`config.mk`:
```
export PLATFORM = sky130hd
export DESIGN_NAME = isph_host
export DESIGN_NICKNAME = d
export VERILOG_FILES = /design/src/verilog/isph_pkg.sv /design/src/verilog/isph_tick.sv /design/src/verilog/isph_host.sv
export SDC_FILE = /design/constraint.sdc
export NUM_CORES = 1
export LEC_CHECK = 0
export ABC_AREA = 1
export BUFFER_PORTS_ARGS = -buffer_cell sky130_fd_sc_hd__buf_2
export CAP_MARGIN = 5
export CORE_ASPECT_RATIO = 1.5
export CORE_MARGIN = 2
export CORE_UTILIZATION = 55
export DETAILED_ROUTE_END_ITERATION = 16
export PLACE_DENSITY_LB_ADDON = 0.25
export SYNTH_ARGS = -nofsm -noshare
export SYNTH_HDL_FRONTEND = slang
export SYNTH_SLANG_ARGS = --single-unit
```
`constraint.sdc`:
```
create_clock -name core_clk -period 5.3 [get_ports core_clk]
set_input_delay 0.265 -clock core_clk [delete_from_list [all_inputs] [get_ports core_clk]]
set_output_delay 0.265 -clock core_clk [all_outputs]
set_load 0.02 [all_outputs]
```
`src/verilog/isph_pkg.sv`:
```
// isph_pkg: constants for the serial in-system programming host.
// assumes a 20 MHz core clock; long waits are top-level parameters.
package isph_pkg;

   // ----------------------------------------------------------------
   // timing
   // ----------------------------------------------------------------
   localparam int CLK_HZ = 20000000;
   localparam int CLK_NS = 1000000000 / CLK_HZ;
   localparam int RST_PULSE_NS = 1000;
   localparam int RST_PULSE_CYC = (RST_PULSE_NS + CLK_NS - 1) / CLK_NS;
   localparam int POWERUP_WAIT_US = 20000;
   localparam int FLASH_WAIT_US = 4500;
   localparam int EEPROM_WAIT_US = 3600;
   localparam int ERASE_WAIT_US = 9000;
   localparam int POWERUP_WAIT_CYC = POWERUP_WAIT_US * (CLK_HZ / 1000000);
   localparam int FLASH_WAIT_CYC = FLASH_WAIT_US * (CLK_HZ / 1000000);
   localparam int EEPROM_WAIT_CYC = EEPROM_WAIT_US * (CLK_HZ / 1000000);
   localparam int ERASE_WAIT_CYC = ERASE_WAIT_US * (CLK_HZ / 1000000);
   localparam int SCK_HALF_CYC = 8;
   localparam int CNT_W = 32;

   // ----------------------------------------------------------------
   // instruction format
   // ----------------------------------------------------------------
   localparam int WORD_W = 32;
   localparam int BIT_W = 5;
   localparam logic [BIT_W-1:0] LAST_BIT = 5'h1f;
   localparam logic [7:0] OP_PROG_EN = 8'hac;
   localparam logic [7:0] PROG_EN_KEY = 8'h53;
   localparam logic [7:0] OP_ERASE_2ND = 8'h80;
   localparam logic [7:0] OP_POLL = 8'hf0;
   localparam logic [7:0] OP_LOAD_EXT = 8'h4d;
   localparam logic [7:0] OP_LOAD_HI = 8'h48;
   localparam logic [7:0] OP_LOAD_LO = 8'h40;
   localparam logic [7:0] OP_LOAD_EE_PAGE = 8'hc1;
   localparam logic [7:0] OP_READ_HI = 8'h28;
   localparam logic [7:0] OP_READ_LO = 8'h20;
   localparam logic [7:0] OP_READ_EE = 8'ha0;
   localparam logic [7:0] OP_READ_LOCK_FHI = 8'h58;
   localparam logic [7:0] OP_READ_FUSE = 8'h50;
   localparam logic [7:0] OP_READ_SIG = 8'h30;
   localparam logic [7:0] OP_READ_CAL = 8'h38;
   localparam logic [7:0] OP_WRITE_PAGE = 8'h4c;
   localparam logic [7:0] OP_WRITE_EE = 8'hc0;
   localparam logic [7:0] OP_WRITE_EE_PAGE = 8'hc2;
   localparam logic [7:0] SUB_LOCK = 8'he0;
   localparam logic [7:0] SUB_FUSE_LO = 8'ha0;
   localparam logic [7:0] SUB_FUSE_HI = 8'ha8;
   localparam logic [7:0] SUB_FUSE_EXT = 8'ha4;
   localparam logic [7:0] BYTE_ZERO = 8'h00;
   localparam int ECHO_LSB = 8;
   localparam int OPC_LSB = 24;
   localparam int POLL_BIT = 0;

   // ----------------------------------------------------------------
   // types
   // ----------------------------------------------------------------
   typedef enum logic [1:0] {
      ISPH_WAIT_NONE = 2'h0,
      ISPH_WAIT_FLASH = 2'h1,
      ISPH_WAIT_EEPROM = 2'h2,
      ISPH_WAIT_ERASE = 2'h3
   } isph_wait_t;

   typedef enum logic [2:0] {
      ISPH_IDLE = 3'h0,
      ISPH_PULSE = 3'h1,
      ISPH_SETTLE = 3'h3,
      ISPH_ENABLE = 3'h2,
      ISPH_READY = 3'h6,
      ISPH_SHIFT = 3'h7,
      ISPH_WAIT = 3'h5,
      ISPH_POLL = 3'h4
   } isph_state_t;

   typedef enum logic [1:0] {
      ISPH_KIND_EN = 2'h0,
      ISPH_KIND_USER = 2'h1,
      ISPH_KIND_POLL = 2'h2
   } isph_kind_t;

endpackage : isph_pkg

```
`src/verilog/isph_tick.sv`:
```
// isph_tick: divider giving one-cycle enable pulses every half sck period.
// assumes core_clk domain; restarts its count while run is low.
`timescale 1ns/1ps
`default_nettype none
module isph_tick
   import isph_pkg::*;
#(
   parameter int HALF = SCK_HALF_CYC
) (
   input wire logic core_clk,
   input wire logic resetn,
   input wire logic run,
   output logic tick
);
   logic [15:0] cnt_reg;

   // ----------------------------------------------------------------
   // half-period counter
   // ----------------------------------------------------------------
   always_ff @(posedge core_clk) begin
      if (!resetn || !run || tick) begin
         cnt_reg <= 16'h0000;
      end else begin
         cnt_reg <= cnt_reg + 16'h0001;
      end
   end

   assign tick = run && (cnt_reg == 16'(HALF - 1));

endmodule : isph_tick
`default_nettype wire

```
`src/verilog/isph_host.sv`:
```
// isph_host: serial in-system programming master for a reset-held target.
// assumes target clock at least 1/3 of the sck half-period rate; user side
// sends whole four-byte instructions and gets the four received bytes back.
//
// Function
// - sck low and high phases long enough
// - power-up holds reset, sck low; pulse reset
// - wait 20ms before programming enable
// - send all four bytes; retry on bad echo
// - page loads low byte before high byte
// - extended address kept; load before crossing
// - timed waits after flash, eeprom, erase writes
// - poll f0 until busy bit clears
// - load opcodes 4d, 48, 40, c1
// - no access before flash write finishes
// - releasing reset ends the session
// - leave unused fuse, lock bits at one
// - programming only with reset low, enabled
`timescale 1ns/1ps
`default_nettype none
module isph_host
   import isph_pkg::*;
#(
   parameter int POWERUP_WAIT = POWERUP_WAIT_CYC,
   parameter int FLASH_WAIT = FLASH_WAIT_CYC,
   parameter int EEPROM_WAIT = EEPROM_WAIT_CYC,
   parameter int ERASE_WAIT = ERASE_WAIT_CYC
) (
   input wire logic core_clk,
   input wire logic resetn,
   input wire logic sess_start,
   input wire logic sess_end,
   input wire logic cmd_valid,
   output logic cmd_ready,
   input wire logic [WORD_W-1:0] cmd_word,
   input wire logic [1:0] cmd_wait,
   input wire logic cmd_poll,
   output logic rsp_valid,
   output logic [WORD_W-1:0] rsp_word,
   output logic sess_active,
   output logic echo_fail,
   output logic tgt_reset,
   output logic tgt_sck,
   output logic prog_serial_in,
   input wire logic prog_serial_out
);

   // ----------------------------------------------------------------
   // declarations
   // ----------------------------------------------------------------
   isph_state_t state_reg;
   isph_kind_t kind_reg;
   isph_wait_t wait_reg;
   logic poll_reg;
   logic [CNT_W-1:0] cnt_reg;
   logic [WORD_W-1:0] tx_reg;
   logic [WORD_W-1:0] rx_reg;
   logic [BIT_W-1:0] bit_reg;
   logic sdo_meta_reg;
   logic sdo_sync_reg;
   logic tick;
   logic shift_done;
   logic cnt_zero;
   logic echo_ok;
   logic [WORD_W-1:0] rx_word;
   logic poll_busy;

   // ----------------------------------------------------------------
   // data-out synchroniser
   // ----------------------------------------------------------------
   always_ff @(posedge core_clk) begin
      if (!resetn) begin
         sdo_meta_reg <= 1'b0;
         sdo_sync_reg <= 1'b0;
      end else begin
         sdo_meta_reg <= prog_serial_out;
         sdo_sync_reg <= sdo_meta_reg;
      end
   end

   // ----------------------------------------------------------------
   // sck phase divider
   // ----------------------------------------------------------------
   isph_tick #(
      .HALF(SCK_HALF_CYC)
   ) u_tick (
      .core_clk(core_clk),
      .resetn(resetn),
      .run(state_reg == ISPH_SHIFT),
      .tick(tick)
   );

   // ----------------------------------------------------------------
   // status and handshake
   // ----------------------------------------------------------------
   assign rx_word = {rx_reg[WORD_W-2:0], sdo_sync_reg};
   assign poll_busy = rx_word[POLL_BIT];
   assign shift_done = tick && tgt_sck && (bit_reg == LAST_BIT);
   assign cnt_zero = (cnt_reg == '0);
   assign echo_ok = (rx_reg[ECHO_LSB +: 8] == PROG_EN_KEY);
   assign cmd_ready = (state_reg == ISPH_READY) && !sess_end;
   assign sess_active = (state_reg == ISPH_READY) || (state_reg == ISPH_SHIFT && 
      kind_reg != ISPH_KIND_EN) || (state_reg == ISPH_WAIT) || (state_reg == ISPH_POLL);

   // ----------------------------------------------------------------
   // session and command sequencer
   // ----------------------------------------------------------------
   always_ff @(posedge core_clk) begin
      if (!resetn) begin
         state_reg <= ISPH_IDLE;
         kind_reg <= ISPH_KIND_EN;
         wait_reg <= ISPH_WAIT_NONE;
         poll_reg <= 1'b0;
         cnt_reg <= '0;
         tgt_reset <= 1'b0;
      end else begin
         case (state_reg)
            ISPH_IDLE: begin
               // pin level kept: low from power-up, high after a session
               if (sess_start) begin
                  tgt_reset <= 1'b1;
                  cnt_reg <= CNT_W'(RST_PULSE_CYC);
                  state_reg <= ISPH_PULSE;
               end
            end
            ISPH_PULSE: begin
               if (cnt_zero) begin
                  tgt_reset <= 1'b0;
                  cnt_reg <= CNT_W'(POWERUP_WAIT);
                  state_reg <= ISPH_SETTLE;
               end else begin
                  cnt_reg <= cnt_reg - 1'b1;
               end
            end
            ISPH_SETTLE: begin
               if (cnt_zero) begin
                  kind_reg <= ISPH_KIND_EN;
                  state_reg <= ISPH_SHIFT;
               end else begin
                  cnt_reg <= cnt_reg - 1'b1;
               end
            end
            ISPH_ENABLE: begin
               // key byte comes back in the third received byte
               if (echo_ok) begin
                  state_reg <= ISPH_READY;
               end else begin
                  tgt_reset <= 1'b1;
                  cnt_reg <= CNT_W'(RST_PULSE_CYC);
                  state_reg <= ISPH_PULSE;
               end
            end
            ISPH_READY: begin
               if (sess_end) begin
                  tgt_reset <= 1'b1;
                  state_reg <= ISPH_IDLE;
               end else if (cmd_valid) begin
                  kind_reg <= ISPH_KIND_USER;
                  wait_reg <= isph_wait_t'(cmd_wait);
                  poll_reg <= cmd_poll;
                  state_reg <= ISPH_SHIFT;
               end
            end
            ISPH_SHIFT: begin
               if (shift_done) begin
                  case (kind_reg)
                     ISPH_KIND_EN: state_reg <= ISPH_ENABLE;
                     ISPH_KIND_POLL: begin
                        if (poll_busy) begin
                           state_reg <= ISPH_POLL;
                        end else begin
                           state_reg <= ISPH_READY;
                        end
                     end
                     default: begin
                        if (wait_reg == ISPH_WAIT_NONE) begin
                           state_reg <= ISPH_READY;
                        end else if (poll_reg) begin
                           state_reg <= ISPH_POLL;
                        end else begin
                           state_reg <= ISPH_WAIT;
                           case (wait_reg)
                              ISPH_WAIT_FLASH: cnt_reg <= CNT_W'(FLASH_WAIT);
                              ISPH_WAIT_EEPROM: cnt_reg <= CNT_W'(EEPROM_WAIT);
                              default: cnt_reg <= CNT_W'(ERASE_WAIT);
                           endcase
                        end
                     end
                  endcase
               end
            end
            ISPH_WAIT: begin
               if (cnt_zero) begin
                  state_reg <= ISPH_READY;
               end else begin
                  cnt_reg <= cnt_reg - 1'b1;
               end
            end
            ISPH_POLL: begin
               // poll word is loaded by the transmit shifter this cycle
               kind_reg <= ISPH_KIND_POLL;
               state_reg <= ISPH_SHIFT;
            end
            default: state_reg <= ISPH_IDLE;
         endcase
      end
   end

   // ----------------------------------------------------------------
   // sck phases and bit count
   // ----------------------------------------------------------------
   always_ff @(posedge core_clk) begin
      if (!resetn) begin
         tgt_sck <= 1'b0;
         bit_reg <= '0;
      end else if (state_reg != ISPH_SHIFT) begin
         tgt_sck <= 1'b0;
         bit_reg <= '0;
      end else if (tick) begin
         if (!tgt_sck) begin
            tgt_sck <= 1'b1;
         end else begin
            tgt_sck <= 1'b0;
            bit_reg <= bit_reg + 1'b1;
         end
      end
   end

   // ----------------------------------------------------------------
   // transmit shifter: data set while sck low
   // ----------------------------------------------------------------
   always_ff @(posedge core_clk) begin
      if (!resetn) begin
         tx_reg <= '0;
         prog_serial_in <= 1'b0;
      end else if (state_reg != ISPH_SHIFT) begin
         if (state_reg == ISPH_SETTLE) begin
            tx_reg <= {OP_PROG_EN, PROG_EN_KEY, BYTE_ZERO, BYTE_ZERO};
            prog_serial_in <= OP_PROG_EN[7];
         end else if (state_reg == ISPH_POLL) begin
            tx_reg <= {OP_POLL, BYTE_ZERO, BYTE_ZERO, BYTE_ZERO};
            prog_serial_in <= OP_POLL[7];
         end else if (state_reg == ISPH_READY && cmd_valid && !sess_end) begin
            tx_reg <= cmd_word;
            prog_serial_in <= cmd_word[WORD_W-1];
         end
      end else if (tick && tgt_sck) begin
         tx_reg <= {tx_reg[WORD_W-2:0], 1'b0};
         prog_serial_in <= tx_reg[WORD_W-2];
      end
   end

   // ----------------------------------------------------------------
   // receive shifter: synchronised data taken at end of high phase
   // ----------------------------------------------------------------
   always_ff @(posedge core_clk) begin
      if (!resetn) begin
         rx_reg <= '0;
      end else if (state_reg == ISPH_SHIFT && tick && tgt_sck) begin
         rx_reg <= rx_word;
      end
   end

   // ----------------------------------------------------------------
   // answer to the user side
   // ----------------------------------------------------------------
   always_ff @(posedge core_clk) begin
      if (!resetn) begin
         rsp_valid <= 1'b0;
         rsp_word <= '0;
      end else begin
         rsp_valid <= 1'b0;
         if (shift_done && kind_reg == ISPH_KIND_USER) begin
            rsp_valid <= 1'b1;
            rsp_word <= rx_word;
         end
      end
   end

   // ----------------------------------------------------------------
   // echo failure pulse
   // ----------------------------------------------------------------
   always_ff @(posedge core_clk) begin
      if (!resetn) begin
         echo_fail <= 1'b0;
      end else begin
         echo_fail <= (state_reg == ISPH_ENABLE) && !echo_ok;
      end
   end

endmodule : isph_host
`default_nettype wire

```
# Word-level counts from Yosys, hierarchy flattened
# Cells that the tools add are included.
dict set report classes {
  n_addsub 3
  n_eq_ne 30
  muxes 44
  bitwise_logic 2
  n_reduce_logical 39
}
# operator count
set op_table {}
lappend op_table {{two-way mux 32 bit} 8}
lappend op_table {{one-hot mux 32 bit (5 select lines)} 1}
lappend op_table {{two-way mux 31 bit} 5}
lappend op_table {{one-hot mux 18 bit (2 select lines)} 1}
lappend op_table {{logical NOT 32 bit} 1}
lappend op_table {{subtractor 32 x 1 -> 32 bit, second input constant} 1}
lappend op_table {{inequality test 2 bit, second input constant} 13}
lappend op_table {{two-way mux 3 bit} 8}
lappend op_table {{one-hot mux 3 bit (8 select lines)} 1}
lappend op_table {{adder 16 x 1 -> 16 bit, second input constant} 1}
lappend op_table {{equality test 16 x 3 -> 1 bit, second input constant} 1}
lappend op_table {{equality test 3 bit, second input constant} 4}
lappend op_table {{two-way mux 1 bit} 12}
lappend op_table {{logical AND 1 bit} 11}
lappend op_table {{two-way mux 2 bit} 5}
lappend op_table {{equality test 8 x 7 -> 1 bit, second input constant} 1}
lappend op_table {{AND reduction 8 bit} 1}
lappend op_table {{equality test 3 x 2 -> 1 bit, second input constant} 2}
lappend op_table {{inequality test 3 bit, second input constant} 2}
lappend op_table {{one-hot mux 2 bit (3 select lines)} 1}
lappend op_table {{one-hot mux 3 bit (2 select lines)} 1}
lappend op_table {{AND reduction 6 bit} 1}
lappend op_table {{OR reduction 2 bit} 3}
lappend op_table {{adder 5 x 1 -> 5 bit, second input constant} 1}
lappend op_table {{19 further kinds} 32}
dict set report totals {
  register_bits 162
  inputBits 41
  output_inout_bits 39
  word_cells 135
}

# Longest topological paths before layout
# Gate-level depths: netlist of run 1.
dict set report logic_depth {
  word_depth 7
  ltp_mapped 14
  mapped_depth_nobuf 13
}

# Hierarchy
# Synthesis of run 1 repeated with hierarchy kept, for this count alone.
dict set report unflattened {
  cells_unflattened 1087
  area_unflattened_um2 7599.8
}
# mod n_inst cells_per_inst area_per_inst_um2 seq_area_each_um2
set modules_own_cells {}
lappend modules_own_cells {isph_host 1 963 6766.5 2922.8}
lappend modules_own_cells {isph_tick 1 124 833.3 320.3}

# Least setup slack after synthesis of run 1
# Ideal clock, no wire load.
dict set report synth_timing {
  path_type {register to register}
  startpoint {reg wait_reg[0]}
  endpoint {reg cnt_reg[29]}
  setup_ns 0.070
  arrival_ns 1.728
  required_time_ns 5.230
  setup_slack_ns 3.502
  path_stages_with_launch 13
  path_buffers 1
  period_less_slack_ns 1.798
  cell_sequence {dfxtp_1 > inv_1 > ha_1 > nor2_1 > nand2_1 > nand2_1 > nand2_1 > nor2_1 > nand2_1 > a21oi_2 > clkbuf_1 > nand4_1 > a21oi_1}
}
dict set report synth_via {
  elab_chain_len 3
}
# item line
set synth_rtl {}
lappend synth_rtl {{start, declared} isph_host.sv:53} ;# isph_wait_t wait_reg;
lappend synth_rtl {{start signal, assigned} isph_host.sv:159} ;# wait_reg <= isph_wait_t'(cmd_wait);
lappend synth_rtl {{logical NOT 2 bit} isph_host.sv:176} ;# if (wait_reg == ISPH_WAIT_NONE) begin
lappend synth_rtl {{inequality test 2 bit (no source line)} n/a}
lappend synth_rtl {{AND reduction 8 bit (no source line)} n/a}
lappend synth_rtl {{end signal, assigned} isph_host.sv:183} ;# ISPH_WAIT_FLASH: cnt_reg <= CNT_W'(FLASH_WAIT);
lappend synth_rtl {{end signal, assigned} isph_host.sv:184} ;# ISPH_WAIT_EEPROM: cnt_reg <= CNT_W'(EEPROM_WAIT);
lappend synth_rtl {{end signal, assigned} isph_host.sv:185} ;# default: cnt_reg <= CNT_W'(ERASE_WAIT);
lappend synth_rtl {{end, declared} isph_host.sv:55} ;# logic [CNT_W-1:0] cnt_reg;
# No other way between the ends.
# A chain may end at the register's enable or synchronous reset.

# Worst setup path in the final report of run 1
dict set report layout_timing {
  startpoint {reg state_reg[0]}
  endpoint {reg prog_serial_in}
}
dict set report layout_via {
  elab_chain_len 5
  word_cells_on_any_way 15
  cone_classes {eq/ne (6); mux (3); reduce/logical (6)}
}
# item line
set layout_rtl {}
lappend layout_rtl {{start, declared} isph_host.sv:51} ;# isph_state_t state_reg;
lappend layout_rtl {{start signal, assigned} isph_host.sv:110} ;# state_reg <= ISPH_IDLE;
lappend layout_rtl {{start signal, assigned} isph_host.sv:123} ;# state_reg <= ISPH_PULSE;
lappend layout_rtl {{start signal, assigned} isph_host.sv:130} ;# state_reg <= ISPH_SETTLE;
lappend layout_rtl {{equality test 3 bit (on tied branches)} {isph_host.sv:243, isph_host.sv:89}}
lappend layout_rtl {{logical AND 1 bit (on tied branches)} {isph_host.sv:243, isph_tick.sv:28}}
lappend layout_rtl {{logical AND 1 bit (on tied branches)} {isph_host.sv:243, isph_host.sv:247}}
lappend layout_rtl {{inequality test 4 x 2 -> 1 bit (no source line) or nonzero test 2 bit (tied branches)} n/a}
lappend layout_rtl {{AND reduction 2 bit (no source line)} n/a}
lappend layout_rtl {{end signal, assigned} isph_host.sv:242} ;# prog_serial_in <= OP_POLL[7];
lappend layout_rtl {{end signal, assigned} isph_host.sv:245} ;# prog_serial_in <= cmd_word[WORD_W-1];
lappend layout_rtl {{end signal, assigned} isph_host.sv:249} ;# prog_serial_in <= tx_reg[WORD_W-2];
lappend layout_rtl {{end, declared} isph_host.sv:44} ;# output logic prog_serial_in,
# Parallel ways exist; a longest one is shown, timed or not.

==> flow_metrics.env, run 1 <==
export IMPL_post_cts_setup_buffers=0
export IMPL_reported_leakage_power_nw=3.987
export IMPL_die_y_um=152.9
export IMPL_setup_repair_after_global_routing_missed_its_margin="false"
export IMPL_dp_hpwl_mm=12.99
export IMPL_post_dp_cell_area_mm2=0.008542
export IMPL_cts_sinks=162
export IMPL_timing_hold_worst_start="prog_serial_out"
export IMPL_hold_viol_final=0
export IMPL_worst_slew_margin_rel_pct=25.58
export IMPL_synth_enable_flop_cells=0
export IMPL_start_util_pct=55.96
export IMPL_finish_instance_area_mm2=0.009144
export IMPL_synth_main_ff_cell="sky130_fd_sc_hd__dfxtp_1"
export IMPL_grt_overflow=0
export IMPL_viasPerCell=5.359
export IMPL_synthCells=1183
export IMPL_timing_critical_path_fanout_max=37
export IMPL_cts_htree_levels=4
export IMPL_ys_warn_count=0
export IMPL_grt_max_degree=66
export IMPL_die_area_mm2=0.01579
export IMPL_setup_tns_ps=0
export IMPL_synthesis_area_mm2=0.008129
export IMPL_status="finished, final reports clean"
export IMPL_die_x_um=103.3
export IMPL_max_clock_freq_mhz=296.7
export IMPL_avgRoutedWirePerCell_um=13.37
export IMPL_area_growth_pct=12.48
export IMPL_r2r_end="prog_serial_in"
export IMPL_crit_arrival_ps=3690
export IMPL_whs_path_depth=3
export IMPL_crit_required_ps=5620
export IMPL_initial_antenna_violation_count=0
export IMPL_ioPinCount=80
export IMPL_maximum_vdd_ir_drop_mv=0.2974
export IMPL_global_router_s_overall_resource_usage_pct=24.33
export IMPL_hp_class="input pin to flop"
export IMPL_setup_worst_path_class="flop to flop"
export IMPL_drt_first_iter_violations=514
export IMPL_worstSetupStartpointType="flop"
export IMPL_detailroute_via_count=7728
export IMPL_synth_yosys_seq_area_share_pct=39.90
export IMPL_hold_path_end="sdo_meta_reg"
export IMPL_cts_root_to_sink_buffers=2
export IMPL_rr_startpoint="state_reg[0]"
export IMPL_yosys_register_bits=162
export IMPL_postLayoutCoreUtil_pct=62.95
export IMPL_power_density_mw_per_mm2=625.3
export IMPL_timing_reg2reg_setup_slack_ps=1930
export IMPL_worst_setup_hold_path_clk_slew_ps=70
export IMPL_cts_repair_resizes=0
export IMPL_max_transition_viols_final=0
export IMPL_cts_buffers_inserted=17
export IMPL_crit_path_top_delay_cell="sky130_fd_sc_hd__inv_2"
export IMPL_ff2ff_path_depth=10
export IMPL_timing_final_crit_period_ps=3370
export IMPL_grt_first_pass_wirelength_mm=31.27
export IMPL_worst_setup_path_end_kind="flop"
export IMPL_drv_cap=0
export IMPL_postSynth_asyncResetShare_pct=0
export IMPL_root_buffer_selected_by_cts="sky130_fd_sc_hd__clkbuf_16"
export IMPL_clock_latency_ps=430
export IMPL_coreArea_mm2=0.01453
export IMPL_syn_avg_cell_area_um2=6.872
export IMPL_port_buffers=79
export IMPL_postRouteWirelength_mm=19.28
export IMPL_drive_gt1_share_pct=13.24
export IMPL_critical_path_top_cell_by_count="sky130_fd_sc_hd__nand2_1"
export IMPL_grt_pass1_vias=6877
export IMPL_max_slew_worst_pin_slew_ps=1109
export IMPL_gp_congestion=0.9444
export IMPL_floorplan_rows=54
export IMPL_fin_nets=1283
export IMPL_critical_path_max_stage_delay_ps=690
export IMPL_timing_critical_path_cells="nand2_4, nor2_8, nand4_1, buf_4, nand2_1, nand2_1, inv_2, nand2_1, nand2_1, nor2_1"
export IMPL_setup_viol=0
export IMPL_num_antenna_cells=0
export IMPL_firstDrtPassIters=5
export IMPL_ant_nets=0
export IMPL_cts_tree="done"
export IMPL_drc_viols=0
export IMPL_total_nets_after_synthesis=1233
export IMPL_post_cts_hold_buffer_count=0
export IMPL_timing_final_crit_share_pct=63.58
export IMPL_clock_skew_ps=13.56
export IMPL_post_synth_num_cell_types=42
## metal layers
metal	wire length, µm	track usage [%]	up-vias
li1	-	-	3936
met1	7937	29.16	3532
met2	9942	42.05	212
met3	803	4.481	48
met4	591	9.712	0
met5	0	0	-
## critical path: cells and delay by family (launching register included)
| kind | cells | cell delay, ps |
|---|---|---|
| DFF | 1 | 460 |
| buffers and inverters | 2 | 960 |
| and+or+nand+nor | 8 | 1810 |
## power by group
group,switching [mW],total (mW),internal (mW),leakage (nW)
registers,0.182,1.61,1.42,1.31
logic,1.98,2.88,0.896,2.38
clock network,0.596,1.23,0.638,0.293
total,2.76,5.72,2.96,3.99
## cell families after synthesis
kind of cell	share of synthesized area, %
and+or+nand+nor	31.54
AOI/OAI and AO/OA	17.02
buffers and inverters	8.973
DFF	39.90
xor gates and xnor gates	1.185
adders and majority gates	1.385
## per-stage QoR
stage / worst slack (ps) / hold WS, ps / cells / power, mW
detailed placement: 1982 / 401.6 / 1410 / 4.440
global placement: 2025 / 395.3 / 1410 / 4.392
floorplan: 3502 / 362.6 / 1183 / 3.808
CTS: 1944 / 8.194 / 1442 / 5.689
finish: 1930 / 18.62 / 1442 / 5.718
global route: 1617 / 27.76 / 1442 / 6.156
## cell usage in the layout (no fill, tap or decap), drive strengths merged, types with 2 or more instances in the layout
cell type	synthesis	layout
clkbuf	31	17
nand2	305	305
nor3b	5	5
o21ai	53	53
a221oi	2	2
xor2	7	7
o21bai	2	2
clkinv	0	9
buf	22	84
nand3	42	42
nand4	28	28
ha	9	9
nor3	14	14
or2	2	2
dfxtp	162	162
a32o	21	21
inv	122	128
nor2	223	223
a211oi	32	32
a21oi	88	88
a22oi	2	2
xnor2	4	4
## synthesized netlist by cell type, drive strengths merged (7+ instances only)
library cell / instances / area, µm²
o21ai: 53 / 276.5
nand3: 42 / 222.7
nand4: 28 / 175.2
inv: 122 / 457.9
a211oi: 32 / 375.4
ha: 9 / 112.6
nor3: 14 / 75.07
nand2: 305 / 1160
dfxtp: 162 / 3243
a21oi: 88 / 444.2
a32o: 21 / 210.2
xor2: 7 / 61.31
clkbuf: 31 / 116.4
nor2: 223 / 860.8
buf: 22 / 155.2
## area by class of cell
| cell class | count | area, µm² |
|---|---|---|
| fill | 1338 | 5383 |
| multi-input combinational | 846 | 4161 |
| sequential | 162 | 3243 |
| inverter | 122 | 459.2 |
| timing repair buffer | 84 | 432.9 |
| clock buffer | 17 | 425.4 |
| tap | 196 | 245.2 |
| clock inverter | 15 | 176.4 |
## worst max-delay path by stage
stage / startpoint / endpoint / cells after the start
floorplan: wait_reg[0] / cnt_reg[29] / 12
global placement: state_reg[0] / prog_serial_in / 10
detailed placement: state_reg[0] / prog_serial_in / 10
CTS: state_reg[0] / prog_serial_in / 10
global route: state_reg[0] / prog_serial_in / 10
finish: state_reg[0] / prog_serial_in / 10
(Power assumes the default switching activity.)
==> inputs of run 2 (changes only) <==
Settings changed: ABC_AREA 1 to 0.
Clock period 5.3 ns to 3.3 ns, I/O delays scaled along.
==> run 2 against run 1 <==
Net effect:
- cell area fell by 7.8%
- combinational power fell by 5%
- register-to-register slack got worse by 1500 ps
- area after synthesis fell by 10%
- hold slack got worse by 1.7 ps
==> flow_metrics.env, run 2 <==
export IMPL_worst_setup_path_end_kind="flop"
export IMPL_post_synth_num_cell_types=62
export IMPL_gp_congestion=0.9153
export IMPL_dp_hpwl_mm=12.29
export IMPL_die_x_um=98.15
export IMPL_drv_cap=0
export IMPL_grt_max_degree=71
export IMPL_synthesis_area_mm2=0.007312
export IMPL_clock_skew_ps=12.20
export IMPL_postSynth_asyncResetShare_pct=0
export IMPL_status="finished, final reports clean"
export IMPL_port_buffers=79
export IMPL_start_util_pct=56.17
export IMPL_die_area_mm2=0.01425
export IMPL_cts_root_to_sink_buffers=2
export IMPL_setup_worst_path_class="flop to flop"
export IMPL_post_cts_hold_buffer_count=2
export IMPL_postRouteWirelength_mm=18.83
export IMPL_power_frac_clock_pct=27.4
export IMPL_avgRoutedWirePerCell_um=16.37
export IMPL_floorplan_rows=51
export IMPL_total_nets_after_synthesis=970
export IMPL_ioPinCount=80
export IMPL_synth_area_leaders="sky130_fd_sc_hd__dfxtp_1 (44%), sky130_fd_sc_hd__nand2_1 (10%), sky130_fd_sc_hd__a21oi_1 (6.7%)"
export IMPL_yosysMostFrequentCell="sky130_fd_sc_hd__nand2_1"
export IMPL_postLayoutCoreUtil_pct=64.73
export IMPL_fillCellCount=1161
export IMPL_setup_repair_after_global_routing_missed_its_margin="false"
export IMPL_maximum_vdd_ir_drop_mv=0.3869
export IMPL_final_common_cell="sky130_fd_sc_hd__nand2_1"
export IMPL_worstSetupStartpointType="flop"
export IMPL_finish_instance_area_mm2=0.008427
export IMPL_drt_first_iter_violations=473
export IMPL_clock_latency_ps=420
export IMPL_fin_nets=1028
export IMPL_viasPerCell=5.962
export IMPL_synthCells=920
export IMPL_post_dp_cell_area_mm2=0.007824
export IMPL_timing_final_crit_period_ps=2905
export IMPL_worst_setup_hold_path_clk_slew_ps=60
export IMPL_netlist_top_cells_count="sky130_fd_sc_hd__nand2_1 (194), sky130_fd_sc_hd__dfxtp_1 (162), sky130_fd_sc_hd__a21oi_1 (98), sky130_fd_sc_hd__nor2_1 (82), sky130_fd_sc_hd__clkbuf_1 (53)"
export IMPL_ant_nets=0
export IMPL_root_buffer_selected_by_cts="sky130_fd_sc_hd__clkbuf_16"
export IMPL_cts_sinks=162
export IMPL_cts_buffers_inserted=17
export IMPL_yosys_register_bits=162
export IMPL_max_slew_worst_pin_slew_ps=1091
export IMPL_syn_avg_cell_area_um2=7.948
export IMPL_timing_critical_path_fanout_max=11
export IMPL_flop_pwr_share_pct=34.1
export IMPL_global_router_s_overall_resource_usage_pct=26.23
export IMPL_detailroute_via_count=6856
export IMPL_post_cts_setup_buffers=0
export IMPL_synth_main_ff_cell="sky130_fd_sc_hd__dfxtp_1"
export IMPL_fin_ws_ps=395.1
export IMPL_crit_required_ps=3650
export IMPL_timing_final_crit_share_pct=88.03
export IMPL_setup_tns_ps=0
export IMPL_total_switching_power_mw=2.866
export IMPL_grt_first_pass_wirelength_mm=31.14
export IMPL_switching_share_pct=40.08
export IMPL_worst_path_buf_inv=1
export IMPL_grt_pass1_vias=6677
export IMPL_ys_warn_count=0
export IMPL_coreArea_mm2=0.01302
export IMPL_die_y_um=145.2
export IMPL_drc_viols=0
export IMPL_num_antenna_cells=0
export IMPL_drive_gt1_share_pct=15.74
export IMPL_crit_arrival_ps=3250
export IMPL_setup_viol=0
export IMPL_max_clock_freq_mhz=344.3
export IMPL_crit_path_top_delay_cell="sky130_fd_sc_hd__o31ai_2"
export IMPL_post_synth_top_area_fraction_pct=44.35
export IMPL_worst_setup_slack_before_clock_tree_synthesis_ps=434.8
export IMPL_synth_enable_flop_cells=0
export IMPL_critical_path_max_stage_delay_ps=900
export IMPL_cts_htree_levels=4
export IMPL_firstDrtPassIters=7
export IMPL_max_transition_viols_final=0
export IMPL_power_density_mw_per_mm2=848.7
export IMPL_p_int_mw=4.286
export IMPL_cts_tree="done"
export IMPL_initial_antenna_violation_count=0
export IMPL_area_growth_pct=15.25
export IMPL_synthDominantAreaCellType="sky130_fd_sc_hd__dfxtp_1"
export IMPL_reported_leakage_power_nw=3.125
export IMPL_hp_class="input pin to flop"
export IMPL_cts_repair_resizes=0
export IMPL_synth_yosys_seq_area_share_pct=44.35
export IMPL_hold_viol_final=0
export IMPL_grt_overflow=0
export IMPL_commonest_cells_after_routing_fill_and_taps_aside="sky130_fd_sc_hd__nand2_1 (194), sky130_fd_sc_hd__dfxtp_1 (162), sky130_fd_sc_hd__a21oi_1 (98)"
export IMPL_worst_slew_margin_rel_pct=27.30
export IMPL_largest_delay_contributor_family_on_the_critical_path="simple AND/OR/NAND/NOR gates"
export IMPL_timing_critical_path_cells="inv_1, ha_1, nor4b_1, nand4_1, o31ai_2, nand3b_4, or3_1, a21oi_1"
export IMPL_power_share_combinational_pct=38.5
## run 2: changes by cell type after synthesis, sizes merged, moves of 29 or more
| cell | previous run | this run |
|---|---|---|
| nor2 | 223 | 82 |
| nand2 | 305 | 194 |
| inv | 122 | 12 |
| nor3 | 14 | 52 |
| nand3 | 42 | 13 |
## run 2: worst min-delay path, cell delays in order
cell	delay, ps
sky130_fd_sc_hd__buf_2	80
sky130_fd_sc_hd__a32oi_1	80
sky130_fd_sc_hd__nor2_1	80
## run 2: routing by layer
layer	track usage (%)	vias to the layer above	share of wire, %
li1	-	3376	-
met1	30.32	3207	40
met2	46.20	221	52
met3	4.672	52	5.2
met4	12.67	0	3.3
met5	0	-	0
## run 2: area by class of cell
type                            instances  area, µm²  area share [%]
Timing Repair Buffer                  105      595.6           7.068
Clock inverter                         14      143.9           1.707
Clock buffer                           18      439.2           5.212
Inverter                               12      46.29          0.5494
Sequential cell                       162       3243           38.49
Tap cell                              159      198.9           2.361
Multi-Input combinational cell        680       3760           44.62
## run 2: power by group through the flow
stage | Clock, mW | Combinational (mW) | Sequential, mW
5_1_grt | 2.06 | 3.01 | 2.47
2_1_floorplan | 0 | 1.99 | 2.40
3_3_place_gp | 0 | 2.65 | 2.47
3_5_place_dp | 0 | 2.68 | 2.47
4_1_cts | 1.98 | 2.70 | 2.43
6_report | 1.96 | 2.75 | 2.44
## run 2: cells by family (layout without fill, tap and decap cells)
family	after synthesis	count (layout)	synth area share (%)
fa+ha+maj	9	9	1.540
xor+xnor	22	22	2.635
simple gates	425	425	27.74
mux	1	1	0.1369
compound gates	223	223	19.23
flops	162	162	44.35
buf+inv	78	149	4.363
## run 2: metrics by stage
| step | power, mW | cells | hold WS [ps] |
|---|---|---|---|
| 2_1_floorplan | 4.391 | 920 | 292.3 |
| 3_3_place_gp | 5.126 | 1116 | 412.1 |
| 3_5_place_dp | 5.148 | 1116 | 411.3 |
| 4_1_cts | 7.115 | 1150 | 11.30 |
| 5_1_grt | 7.536 | 1150 | 26.95 |
| 6_report | 7.152 | 1150 | 16.93 |
## run 2: worst paths after layout
path	start	to	slack, ps	cells past startpoint
min	cmd_word[0]	tx_reg[0]	20	3
max reg2reg	cnt_reg[0]	state_reg[1]	400	8
max	cnt_reg[0]	state_reg[1]	400	8
min reg2reg	sdo_meta_reg	poll_busy	440	1
